===== src/tlic_cfg.svh =====
`ifndef TLIC_CFG_SVH
`define TLIC_CFG_SVH
// Register offsets on the plain register port (byte-wide registers)
`define TLIC_ADDR_W 8
`define TLIC_OFS_TIMER_CONTROL_REG 8'h88
`define TLIC_OFS_IE 8'hA8
`define TLIC_OFS_IEA 8'hA7
`define TLIC_OFS_IP 8'hB8
`define TLIC_OFS_IPA 8'hB7
`define TLIC_OFS_TIMER2_CONTROL_REG 8'hC8
`define TLIC_OFS_FLAGS 8'hF0
`define TLIC_OFS_FLCLR 8'hF1
`define TLIC_OFS_CTRL 8'hF2
// Timer control register bit positions
`define TLIC_TIMER_CONTROL_REG_TF1 7
`define TLIC_TIMER_CONTROL_REG_TF0 5
`define TLIC_TIMER_CONTROL_REG_IE1 3
`define TLIC_TIMER_CONTROL_REG_IT1 2
`define TLIC_TIMER_CONTROL_REG_IE0 1
`define TLIC_TIMER_CONTROL_REG_IT0 0
// Timer 2 control register bit positions
`define TLIC_T2_TF2 7
`define TLIC_T2_TIMER2_EXT_EVENT_FLAG 6
`define TLIC_T2_TIMER2_EXT_EVENT_ENABLE 3
// Global enable bit of the enable register
`define TLIC_IE_EA 7
// Flags register (software-cleared source flags) bit positions
`define TLIC_FL_DBG 0
`define TLIC_FL_ADC 1
`define TLIC_FL_TW 2
// Control register: bit 0 is the timer 0 mode 3 indication
`define TLIC_CTRL_T0M3 0
`define TLIC_RST_BYTE 8'h00
// Vector table
`define TLIC_VEC_DBG 16'h0063
`define TLIC_VEC_EX0 16'h0003
`define TLIC_VEC_T0 16'h000B
`define TLIC_VEC_EX1 16'h0013
`define TLIC_VEC_T1 16'h001B
`define TLIC_VEC_U0 16'h0023
`define TLIC_VEC_T2 16'h002B
`define TLIC_VEC_SPI 16'h0053
`define TLIC_VEC_TW 16'h0043
`define TLIC_VEC_ADC 16'h003B
`define TLIC_VEC_PCA 16'h005B
`define TLIC_VEC_U1 16'h004B
`define TLIC_NSRC 12
`endif


===== src/tlic_pkg.sv =====
package tlic_pkg;
  // Source index equals polling order, 0 polled first
  typedef enum logic [3:0] {
    TLIC_SRC_DBG, TLIC_SRC_EX0, TLIC_SRC_T0, TLIC_SRC_EX1, TLIC_SRC_T1,
    TLIC_SRC_U0, TLIC_SRC_T2, TLIC_SRC_SPI, TLIC_SRC_TW, TLIC_SRC_ADC,
    TLIC_SRC_PCA, TLIC_SRC_U1
  } tlic_src_e;

  typedef enum logic [1:0] {TLIC_IDLE, TLIC_REQ} tlic_phase_e;

  typedef struct packed {
    logic [7:0] addr;
    logic [7:0] wdata;
    logic wr;
    logic rd;
  } tlic_bus_s;

  // Peripheral event and level inputs
  typedef struct packed {
    logic t0_ovf;
    logic t1_ovf;
    logic t2_ovf;
    logic t2_ext_evt;
    logic twowire_evt;
    logic twowire_done;
    logic adc_done;
    logic [7:0] pca_flags;
    logic [3:0] spi_flags;
    logic u0_rx;
    logic u0_tx;
    logic u1_rx;
    logic u1_tx;
    logic dbg_break;
  } tlic_periph_s;

  typedef struct packed {
    logic [7:0] rdata;
    logic [7:0] timer_control_reg;
    logic [7:0] timer2_control_reg;
    logic [7:0] ie;
    logic [7:0] irq_enable_ext_reg;
    logic [7:0] ip;
    logic [7:0] irq_priority_ext_reg;
    logic [7:0] flags;
    logic [7:0] ctrl;
    logic [2:0] ext0_sync;
    logic [2:0] ext1_sync;
    logic ext0_prev;
    logic ext1_prev;
    tlic_phase_e phase;
    logic [3:0] src;
    logic [15:0] vector;
    logic act_lo;
    logic act_hi;
  } tlic_state_s;
endpackage


===== src/tlic_ctrl.sv =====
// Notes on behaviour
// - Each external input selects level or edge
// - External request comes from pending flag only
// - Edge pending flag clears on vectoring; level not
// - Timer 0/1 overflow flags request; timer 0 not in mode 3
// - Timer 0/1 flags clear on service
// - Timer 2 overflow requests; software clears only
// - Timer 2 external event gated by enable
// - Two-wire flag requests; hardware clears it
// - ADC requests only when its enable set
// - Counter array ORs eight flags into one
// - Serial peripheral requests on four conditions
// - UART request is rx OR tx flag
// - Second UART uses bit 4 extra registers
// - Debug breakpoint request, highest polling priority
// - One priority bit per source, 1 high
// - High preempts low; nothing preempts high
// - High level serviced before low
// - Fixed polling order within each level
// - Per-source enables plus global enable
// - Each source has fixed vector address
//
// The implementer's own choices: the address map and the plain strobed port.
`timescale 1ns/100ps
`include "tlic_cfg.svh"
module tlic_ctrl (
  input wire logic clk_sys,
  input wire logic rst,
  input wire tlic_pkg::tlic_bus_s bus,
  output logic [7:0] rdata,
  input wire logic external_irq_input_0,
  input wire logic external_irq_input_1,
  input wire tlic_pkg::tlic_periph_s periph,
  output logic irq_req,
  output logic [15:0] irq_vector,
  input wire logic irq_ack,
  input wire logic irq_return
);
  tlic_pkg::tlic_state_s s_r;
  tlic_pkg::tlic_state_s s_nxt;
  logic [`TLIC_NSRC-1:0] req;
  logic [`TLIC_NSRC-1:0] pri;
  logic [`TLIC_NSRC-1:0] en;
  logic [`TLIC_NSRC-1:0] cand_hi;
  logic [`TLIC_NSRC-1:0] cand_lo;
  logic [3:0] win;
  logic win_hi;
  logic win_ok;
  logic ext0_lvl;
  logic ext1_lvl;
  logic timer_control_reg_wr;

  function automatic logic [15:0] vec_of(input logic [3:0] idx);
    case (idx)
      4'h0: vec_of = `TLIC_VEC_DBG;
      4'h1: vec_of = `TLIC_VEC_EX0;
      4'h2: vec_of = `TLIC_VEC_T0;
      4'h3: vec_of = `TLIC_VEC_EX1;
      4'h4: vec_of = `TLIC_VEC_T1;
      4'h5: vec_of = `TLIC_VEC_U0;
      4'h6: vec_of = `TLIC_VEC_T2;
      4'h7: vec_of = `TLIC_VEC_SPI;
      4'h8: vec_of = `TLIC_VEC_TW;
      4'h9: vec_of = `TLIC_VEC_ADC;
      4'hA: vec_of = `TLIC_VEC_PCA;
      default: vec_of = `TLIC_VEC_U1;
    endcase
  endfunction

  // Lowest set index wins, matching the polling order
  function automatic logic [3:0] first_set(input logic [`TLIC_NSRC-1:0] v);
    first_set = 4'h0;
    for (int i = `TLIC_NSRC - 1; i >= 0; i--)
    begin
      if (v[i])
        first_set = 4'(i);
    end
  endfunction

  // Enable and priority bits rearranged into polling order
  function automatic logic [`TLIC_NSRC-1:0] src_map(input logic [7:0] base,
    input logic [7:0] ext);
    src_map[0] = base[6];
    src_map[1] = base[0];
    src_map[2] = base[1];
    src_map[3] = base[2];
    src_map[4] = base[3];
    src_map[5] = base[4];
    src_map[6] = base[5];
    src_map[7] = ext[6];
    src_map[8] = ext[1];
    src_map[9] = ext[7];
    src_map[10] = ext[5];
    src_map[11] = ext[4];
  endfunction

  // Active-low pin: a change counts only once stages two and three agree
  function automatic logic pin_level(input logic [2:0] sync, input logic held);
    pin_level = (sync[1] == sync[2]) ? ~sync[2] : held;
  endfunction

  // Next pending flag of one external input; a hardware set beats a software write
  function automatic logic ext_pend(input logic cur, input logic edge_mode,
    input logic lvl, input logic prev, input logic sw_wr);
    ext_pend = cur;
    if (edge_mode ? (lvl & ~prev) : lvl)
      ext_pend = 1'b1;
    else if (!edge_mode && !lvl && !sw_wr)
      ext_pend = 1'b0;
  endfunction

  // The held level doubles as the edge detector's previous value
  assign ext0_lvl = pin_level(s_r.ext0_sync, s_r.ext0_prev);
  assign ext1_lvl = pin_level(s_r.ext1_sync, s_r.ext1_prev);
  assign timer_control_reg_wr = bus.wr && (bus.addr == `TLIC_OFS_TIMER_CONTROL_REG);

  always_comb
  begin
    // Pending flags, not the pins, feed the arbiter
    req[0] = s_r.flags[`TLIC_FL_DBG];
    req[1] = s_r.timer_control_reg[`TLIC_TIMER_CONTROL_REG_IE0];
    req[2] = s_r.timer_control_reg[`TLIC_TIMER_CONTROL_REG_TF0] & ~s_r.ctrl[`TLIC_CTRL_T0M3];
    req[3] = s_r.timer_control_reg[`TLIC_TIMER_CONTROL_REG_IE1];
    req[4] = s_r.timer_control_reg[`TLIC_TIMER_CONTROL_REG_TF1];
    req[5] = periph.u0_rx | periph.u0_tx;
    req[6] = s_r.timer2_control_reg[`TLIC_T2_TF2] | s_r.timer2_control_reg[`TLIC_T2_TIMER2_EXT_EVENT_FLAG];
    req[7] = |periph.spi_flags;
    req[8] = s_r.flags[`TLIC_FL_TW];
    req[9] = s_r.flags[`TLIC_FL_ADC];
    req[10] = |periph.pca_flags;
    req[11] = periph.u1_rx | periph.u1_tx;
    en = src_map(s_r.ie, s_r.irq_enable_ext_reg);
    pri = src_map(s_r.ip, s_r.irq_priority_ext_reg);
    cand_hi = req & en & pri;
    cand_lo = req & en & ~pri;
    // High level first; a low routine blocks only lows, a high one blocks all
    win_hi = |cand_hi;
    win = win_hi ? first_set(cand_hi) : first_set(cand_lo);
    win_ok = s_r.ie[`TLIC_IE_EA] & ~s_r.act_hi &
             (win_hi | ((|cand_lo) & ~s_r.act_lo));
  end

  always_comb
  begin
    s_nxt = s_r;
    s_nxt.ext0_sync = {s_r.ext0_sync[1:0], external_irq_input_0};
    s_nxt.ext1_sync = {s_r.ext1_sync[1:0], external_irq_input_1};
    s_nxt.ext0_prev = ext0_lvl;
    s_nxt.ext1_prev = ext1_lvl;
    s_nxt.rdata = `TLIC_RST_BYTE;

    // Software writes first so that hardware sets below win over clears
    if (bus.wr)
    begin
      case (bus.addr)
        `TLIC_OFS_TIMER_CONTROL_REG: s_nxt.timer_control_reg = bus.wdata;
        `TLIC_OFS_TIMER2_CONTROL_REG: s_nxt.timer2_control_reg = bus.wdata;
        `TLIC_OFS_IE: s_nxt.ie = bus.wdata;
        `TLIC_OFS_IEA: s_nxt.irq_enable_ext_reg = bus.wdata & 8'hF2;
        `TLIC_OFS_IP: s_nxt.ip = bus.wdata & 8'h7F;
        `TLIC_OFS_IPA: s_nxt.irq_priority_ext_reg = bus.wdata & 8'hF2;
        `TLIC_OFS_FLCLR: s_nxt.flags = s_r.flags & ~bus.wdata;
        `TLIC_OFS_CTRL: s_nxt.ctrl = bus.wdata & 8'h01;
        default: ;
      endcase
    end
    if (bus.rd)
    begin
      case (bus.addr)
        `TLIC_OFS_TIMER_CONTROL_REG: s_nxt.rdata = s_r.timer_control_reg;
        `TLIC_OFS_TIMER2_CONTROL_REG: s_nxt.rdata = s_r.timer2_control_reg;
        `TLIC_OFS_IE: s_nxt.rdata = s_r.ie;
        `TLIC_OFS_IEA: s_nxt.rdata = s_r.irq_enable_ext_reg;
        `TLIC_OFS_IP: s_nxt.rdata = s_r.ip;
        `TLIC_OFS_IPA: s_nxt.rdata = s_r.irq_priority_ext_reg;
        `TLIC_OFS_FLAGS: s_nxt.rdata = s_r.flags;
        `TLIC_OFS_CTRL: s_nxt.rdata = s_r.ctrl;
        default: s_nxt.rdata = `TLIC_RST_BYTE;
      endcase
    end

    // Vectoring: hardware clears tied to the acknowledge
    if (s_r.phase == tlic_pkg::TLIC_REQ && irq_ack)
    begin
      if (s_r.src == 4'h1 && s_r.timer_control_reg[`TLIC_TIMER_CONTROL_REG_IT0])
        s_nxt.timer_control_reg[`TLIC_TIMER_CONTROL_REG_IE0] = 1'b0;
      if (s_r.src == 4'h3 && s_r.timer_control_reg[`TLIC_TIMER_CONTROL_REG_IT1])
        s_nxt.timer_control_reg[`TLIC_TIMER_CONTROL_REG_IE1] = 1'b0;
      if (s_r.src == 4'h2)
        s_nxt.timer_control_reg[`TLIC_TIMER_CONTROL_REG_TF0] = 1'b0;
      if (s_r.src == 4'h4)
        s_nxt.timer_control_reg[`TLIC_TIMER_CONTROL_REG_TF1] = 1'b0;
    end
    // Two-wire controller ends its own request when it is done
    if (periph.twowire_done)
      s_nxt.flags[`TLIC_FL_TW] = 1'b0;

    // Level mode follows the pin, so the source must release it in time
    s_nxt.timer_control_reg[`TLIC_TIMER_CONTROL_REG_IE0] = ext_pend(s_nxt.timer_control_reg[`TLIC_TIMER_CONTROL_REG_IE0], s_r.timer_control_reg[`TLIC_TIMER_CONTROL_REG_IT0],
      ext0_lvl, s_r.ext0_prev, timer_control_reg_wr);
    s_nxt.timer_control_reg[`TLIC_TIMER_CONTROL_REG_IE1] = ext_pend(s_nxt.timer_control_reg[`TLIC_TIMER_CONTROL_REG_IE1], s_r.timer_control_reg[`TLIC_TIMER_CONTROL_REG_IT1],
      ext1_lvl, s_r.ext1_prev, timer_control_reg_wr);
    if (periph.t0_ovf)
      s_nxt.timer_control_reg[`TLIC_TIMER_CONTROL_REG_TF0] = 1'b1;
    if (periph.t1_ovf)
      s_nxt.timer_control_reg[`TLIC_TIMER_CONTROL_REG_TF1] = 1'b1;
    if (periph.t2_ovf)
      s_nxt.timer2_control_reg[`TLIC_T2_TF2] = 1'b1;
    if (periph.t2_ext_evt && s_r.timer2_control_reg[`TLIC_T2_TIMER2_EXT_EVENT_ENABLE])
      s_nxt.timer2_control_reg[`TLIC_T2_TIMER2_EXT_EVENT_FLAG] = 1'b1;
    if (periph.twowire_evt)
      s_nxt.flags[`TLIC_FL_TW] = 1'b1;
    if (periph.adc_done)
      s_nxt.flags[`TLIC_FL_ADC] = 1'b1;
    if (periph.dbg_break)
      s_nxt.flags[`TLIC_FL_DBG] = 1'b1;

    // Request handshake and nesting record
    unique case (s_r.phase)
      tlic_pkg::TLIC_IDLE:
      begin
        if (win_ok)
        begin
          s_nxt.phase = tlic_pkg::TLIC_REQ;
          s_nxt.src = win;
          s_nxt.vector = vec_of(win);
        end
      end
      tlic_pkg::TLIC_REQ:
      begin
        if (irq_ack)
        begin
          s_nxt.phase = tlic_pkg::TLIC_IDLE;
          if (pri[s_r.src])
            s_nxt.act_hi = 1'b1;
          else
            s_nxt.act_lo = 1'b1;
        end
        else if (!win_ok)
          s_nxt.phase = tlic_pkg::TLIC_IDLE;
        else
        begin
          // Track a better winner until the core takes one
          s_nxt.src = win;
          s_nxt.vector = vec_of(win);
        end
      end
      default: s_nxt.phase = tlic_pkg::TLIC_IDLE;
    endcase
    // Return ends the innermost routine: high level first
    if (irq_return)
    begin
      if (s_r.act_hi)
        s_nxt.act_hi = 1'b0;
      else
        s_nxt.act_lo = 1'b0;
    end
  end

  always_ff @(posedge clk_sys or posedge rst)
  begin
    if (rst)
    begin
      s_r <= '0;
      s_r.ext0_sync <= 3'h7;
      s_r.ext1_sync <= 3'h7;
      s_r.phase <= tlic_pkg::TLIC_IDLE;
    end
    else
      s_r <= s_nxt;
  end

  assign rdata = s_r.rdata;
  assign irq_req = (s_r.phase == tlic_pkg::TLIC_REQ);
  assign irq_vector = s_r.vector;
endmodule


===== config.mk =====
export PLATFORM = sky130hd
export DESIGN_NAME = tlic_ctrl
export DESIGN_NICKNAME = d
export VERILOG_FILES = /design/src/tlic_pkg.sv /design/src/tlic_ctrl.sv
export VERILOG_INCLUDE_DIRS = /design/src
export SDC_FILE = /design/constraint.sdc
export NUM_CORES = 1
export LEC_CHECK = 0
export BUFFER_PORTS_ARGS = -buffer_cell sky130_fd_sc_hd__buf_2
export CAP_MARGIN = 20
export CORE_MARGIN = 3
export CORE_UTILIZATION = 59
export CTS_BUF_LIST = sky130_fd_sc_hd__clkbuf_2
export DETAILED_ROUTE_END_ITERATION = 16
export PLACE_DENSITY = 0.83
export SLEW_MARGIN = 10
export SYNTH_ARGS = -nofsm -noshare
export SYNTH_HDL_FRONTEND = slang
export SYNTH_SLANG_ARGS = --single-unit

===== constraint.sdc =====
create_clock -name clk_sys -period 4 [get_ports clk_sys]
set_clock_uncertainty 0.2 [all_clocks]
set_input_delay 0.6 -clock clk_sys [delete_from_list [all_inputs] [get_ports clk_sys]]
set_output_delay 0.6 -clock clk_sys [all_outputs]
set_load 0.005 [all_outputs]

==> impl_metrics.csv <==
group,metric,value,unit
status,status,"complete, no violations",
floorplan,pin_count,73,
finish,final_common_cell,"dfrtp_1",
sta,fmaxAchievable,313,MHz
worst_setup_path,critPathMaxFanout,5,
routing,vias,3479,
global_routing,grt_pass1_vias,3428,
place,port_buffers,62,
worst_setup_path,cp_top_family,"compound AO/OA/AOI/OAI gates",
global_routing,use_met3,0.0333,
sta,finalSetupViolCount,0,
worst_setup_path,worstPathCellList,"nand4b_1, nand4_1, or3_1, o31ai_1, a211oi_1, a31oi_2, inv_1, ha_1, inv_1, mux2i_1, o211ai_1, o21a_1",
worst_setup_path,crit_path_max_incr_delay,0.50,ns
place,dp.cells,550,
floorplan,die_x,92.7,µm
global_routing,antenna_found_initial,0,
global_routing,met1_usage,0.370,
worst_setup_path,endpoint_kind,"register",
power_and_ir_drop,power_switching_share,0.312,
sta,tightest_slew,0.910,ns
logic_synthesis,yosysSeqAreaShare,0.442,
logic_synthesis,synth-edff-count,0,
floorplan,fp.dieArea,8600,µm²
global_routing,grt-ovfl-total,0,
worst_setup_path,crit_path_start_kind,"register",
routing,vias_per_cell,6.11,
finish,area_growth,9.79,%
power_and_ir_drop,power_frac_seq,0.538,
clock_tree,numCtsBuffers,9,
global_routing,grt.total_usage,0.264,
routing,postRouteAntennaNets,0,
floorplan,start_util,0.629,
logic_synthesis,synth.cell_area,4440,µm²
logic_synthesis,synthFlopType,"dfrtp_1",
place,hpwl,8020,µm
routing,dr.pass1.iters,4,
clock_tree,max-clock-path-buffers,2,
worst_setup_path,required,4.29,ns
routing,routed_wl,10600,µm
worst_setup_path,path_common_cell,"inv_1",
sta,hold_viol,0,
sta,layout_setup_ws,0.802,ns
power_and_ir_drop,power.internal,1200,µW
worst_setup_path,worstSetupPathType,"reg -> reg",
worst_setup_path,worst-path-buf-inv,2,
clock_tree,clk_pin_slew,0.22,ns
sta,fin_hold_ws,0.0232,ns
floorplan,coreArea,7060,µm²
power_and_ir_drop,ir_worst_vdd,0.245,mV
sta,rsz0062_at_grt,"no",
global_routing,grt_pass1_wl,17600,µm
worst_setup_path,cp.arrival,3.49,ns
run,maxCapViolCount,0,
finish,final_cell_mix,"dfrtp_1, buf_2, mux2_2",
floorplan,die_h,92.7,µm
sta,period_needed,3.20,ns
worst_setup_path,cpMaxStageDelayCell,"or3_1",
hold_path,hold_path.class,"in -> async",
finish,fillCellCount,570,
routing,post_drt_wl_per_cell,18.6,µm
routing,drt_iter0_markers,235,
global_routing,met2_usage,0.423,
place,dp_slack,0.460,ns
power_and_ir_drop,clkPwrFrac,0.247,
power_and_ir_drop,switchingPower,544,µW
logic_synthesis,async_flop_share,1.00,
clock_tree,ctsHtreeMaxLevel,3,
clock_tree,clock_latency,0.52,ns
logic_synthesis,yosys-top-cells-area,"dfrtp_1, mux2_2, buf_4, dfstp_2, nand2_1",
clock_tree,cts_root_buf,"clkbuf_2",
clock_tree,cts.sinks,78,
finish,nets,521,
logic_synthesis,synth_seq_cells,78,
sta,relSlewSlack,0.389,
finish,final_cells,569,
logic_synthesis,synth_top_area_share,0.406,
global_routing,grt_max_degree,43,
logic_synthesis,syn-instance-count,411,
routing,drc,0,
floorplan,rows,30,
logic_synthesis,synthDistinctLibCells,74,
logic_synthesis,yosys.area.top_type,"dfrtp_1",
sta,setup_tns,0,ns
finish,drive_gt1_frac,0.340,
power_and_ir_drop,p_leak,0.00225,µW
sta,slew_viol_final,0,
clock_tree,cts_tree,"yes",
global_routing,busiest_layer,"met2",
place,place.gp.congestion,0.918,
logic_synthesis,ys_warn_count,0,
sta,finalCritPeriodShare,0.800,
finish,n_antenna_cell,0,
power_and_ir_drop,power_frac_comb,0.215,
power_and_ir_drop,power_density,358,nW/µm²
logic_synthesis,syn_area_per_cell,10.8,µm²
==> logic make-up after synthesis <==
group	after synthesis	synth area share
XOR/XNOR	1	0.00197
other	1	0.000845
multiplexers	61	0.161
adder cells (fa/ha/maj)	5	0.0141
flip-flops	78	0.442
buffers and inverters	47	0.0606
AND/OR/NAND/NOR	121	0.148
AO/OA/AOI/OAI	97	0.172
==> routing by layer <==
layer / up-vias / share of wire
li1: 1613 / -
met1: 1721 / 0.44
met2: 127 / 0.48
met3: 18 / 0.055
met4: 0 / 0.019
met5: - / 0
==> final timing paths <==
kind	startpoint	end	slack, ns	cells after the start
hold / removal	rst	s_r[88]	0.02	2
setup / recovery	s_r[93]	irq_vector[5]	0.80	12
min in group clk_sys	periph[22]	req[4]	0.05	2
setup reg to reg	s_r[93]	irq_vector[5]	0.80	12
hold reg to reg	s_nxt[27]	s_nxt[28]	0.17	0
max in group asynchronous	rst	s_r[31]	2.75	3
==> what timing repair did <==
action / in CTS / in global routing
hold buffers: 2 / 1
resized for setup: 0 / 0
setup buffers: 0 / 0
hold endpoints to repair: 2 / 1
==> final cells by class <==
cell class / count / area [µm²] / area share
multi-input combinational: 295 / 2250 / 0.462
sequential: 78 / 1960 / 0.402
timing repair buffer: 68 / 367 / 0.0753
tap: 96 / 120 / 0.0247
inverter: 16 / 62.6 / 0.0128
clock inverter: 5 / 58.8 / 0.0121
clock buffer: 11 / 55.1 / 0.0113
==> synth_stat cells (2+ instances only) <==
library cell and instances:
a211o_1 2, nand4b_1 2, a211oi_1 6, a221oi_1 5
inv_1 15, a21oi_2 2, nand2_1 37, ha_1 5
nor3_1 9, nand3_1 14, o21ai_0 19, a222oi_1 2
dfrtp_1 72, nand2b_1 2, a31o_2 3, or3_4 2
mux2_2 45, and3_1 2, mux4_2 3, a21o_1 2
nand4_1 2, nand3b_1 5, o211ai_1 6, o21bai_1 3
o221ai_1 2, buf_4 24, mux2i_1 11, dfstp_2 6
a21oi_1 11, clkbuf_1 7, nor4_4 2, a21boi_0 6
nor2_1 24, a221o_1 2, o31ai_1 2, or3_1 4
nor2b_1 5, mux2_4 2, a31oi_1 3
==> flip-flops by register name (all words and copies together), names as in the netlist <==
register    flops
rdata           8
req             6
s_nxt           4
s_r            31
pri            12
en             12
irq_vector      5
==> power by group through the flow <==
stage,Combinational [µW],Sequential [µW],Clock [µW]
floorplan,304,922,0
global placement,361,948,0
detailed placement,371,952,0
CTS,375,937,438
global route,412,949,475
finish,374,938,430
==> stage by stage <==
| step | power (µW) | util | cell area (µm²) |
|---|---|---|---|
| 2_1_floorplan | 1230 | - | 4470 |
| 3_3_place_gp | 1310 | 0.667 | 4710 |
| 3_5_place_dp | 1320 | 0.669 | 4720 |
| 4_1_cts | 1750 | 0.688 | 4850 |
| 5_1_grt | 1840 | 0.690 | 4870 |
| 6_report | 1740 | 0.690 | 4870 |
No activity file was read; power rests on OpenSTA's default activity.
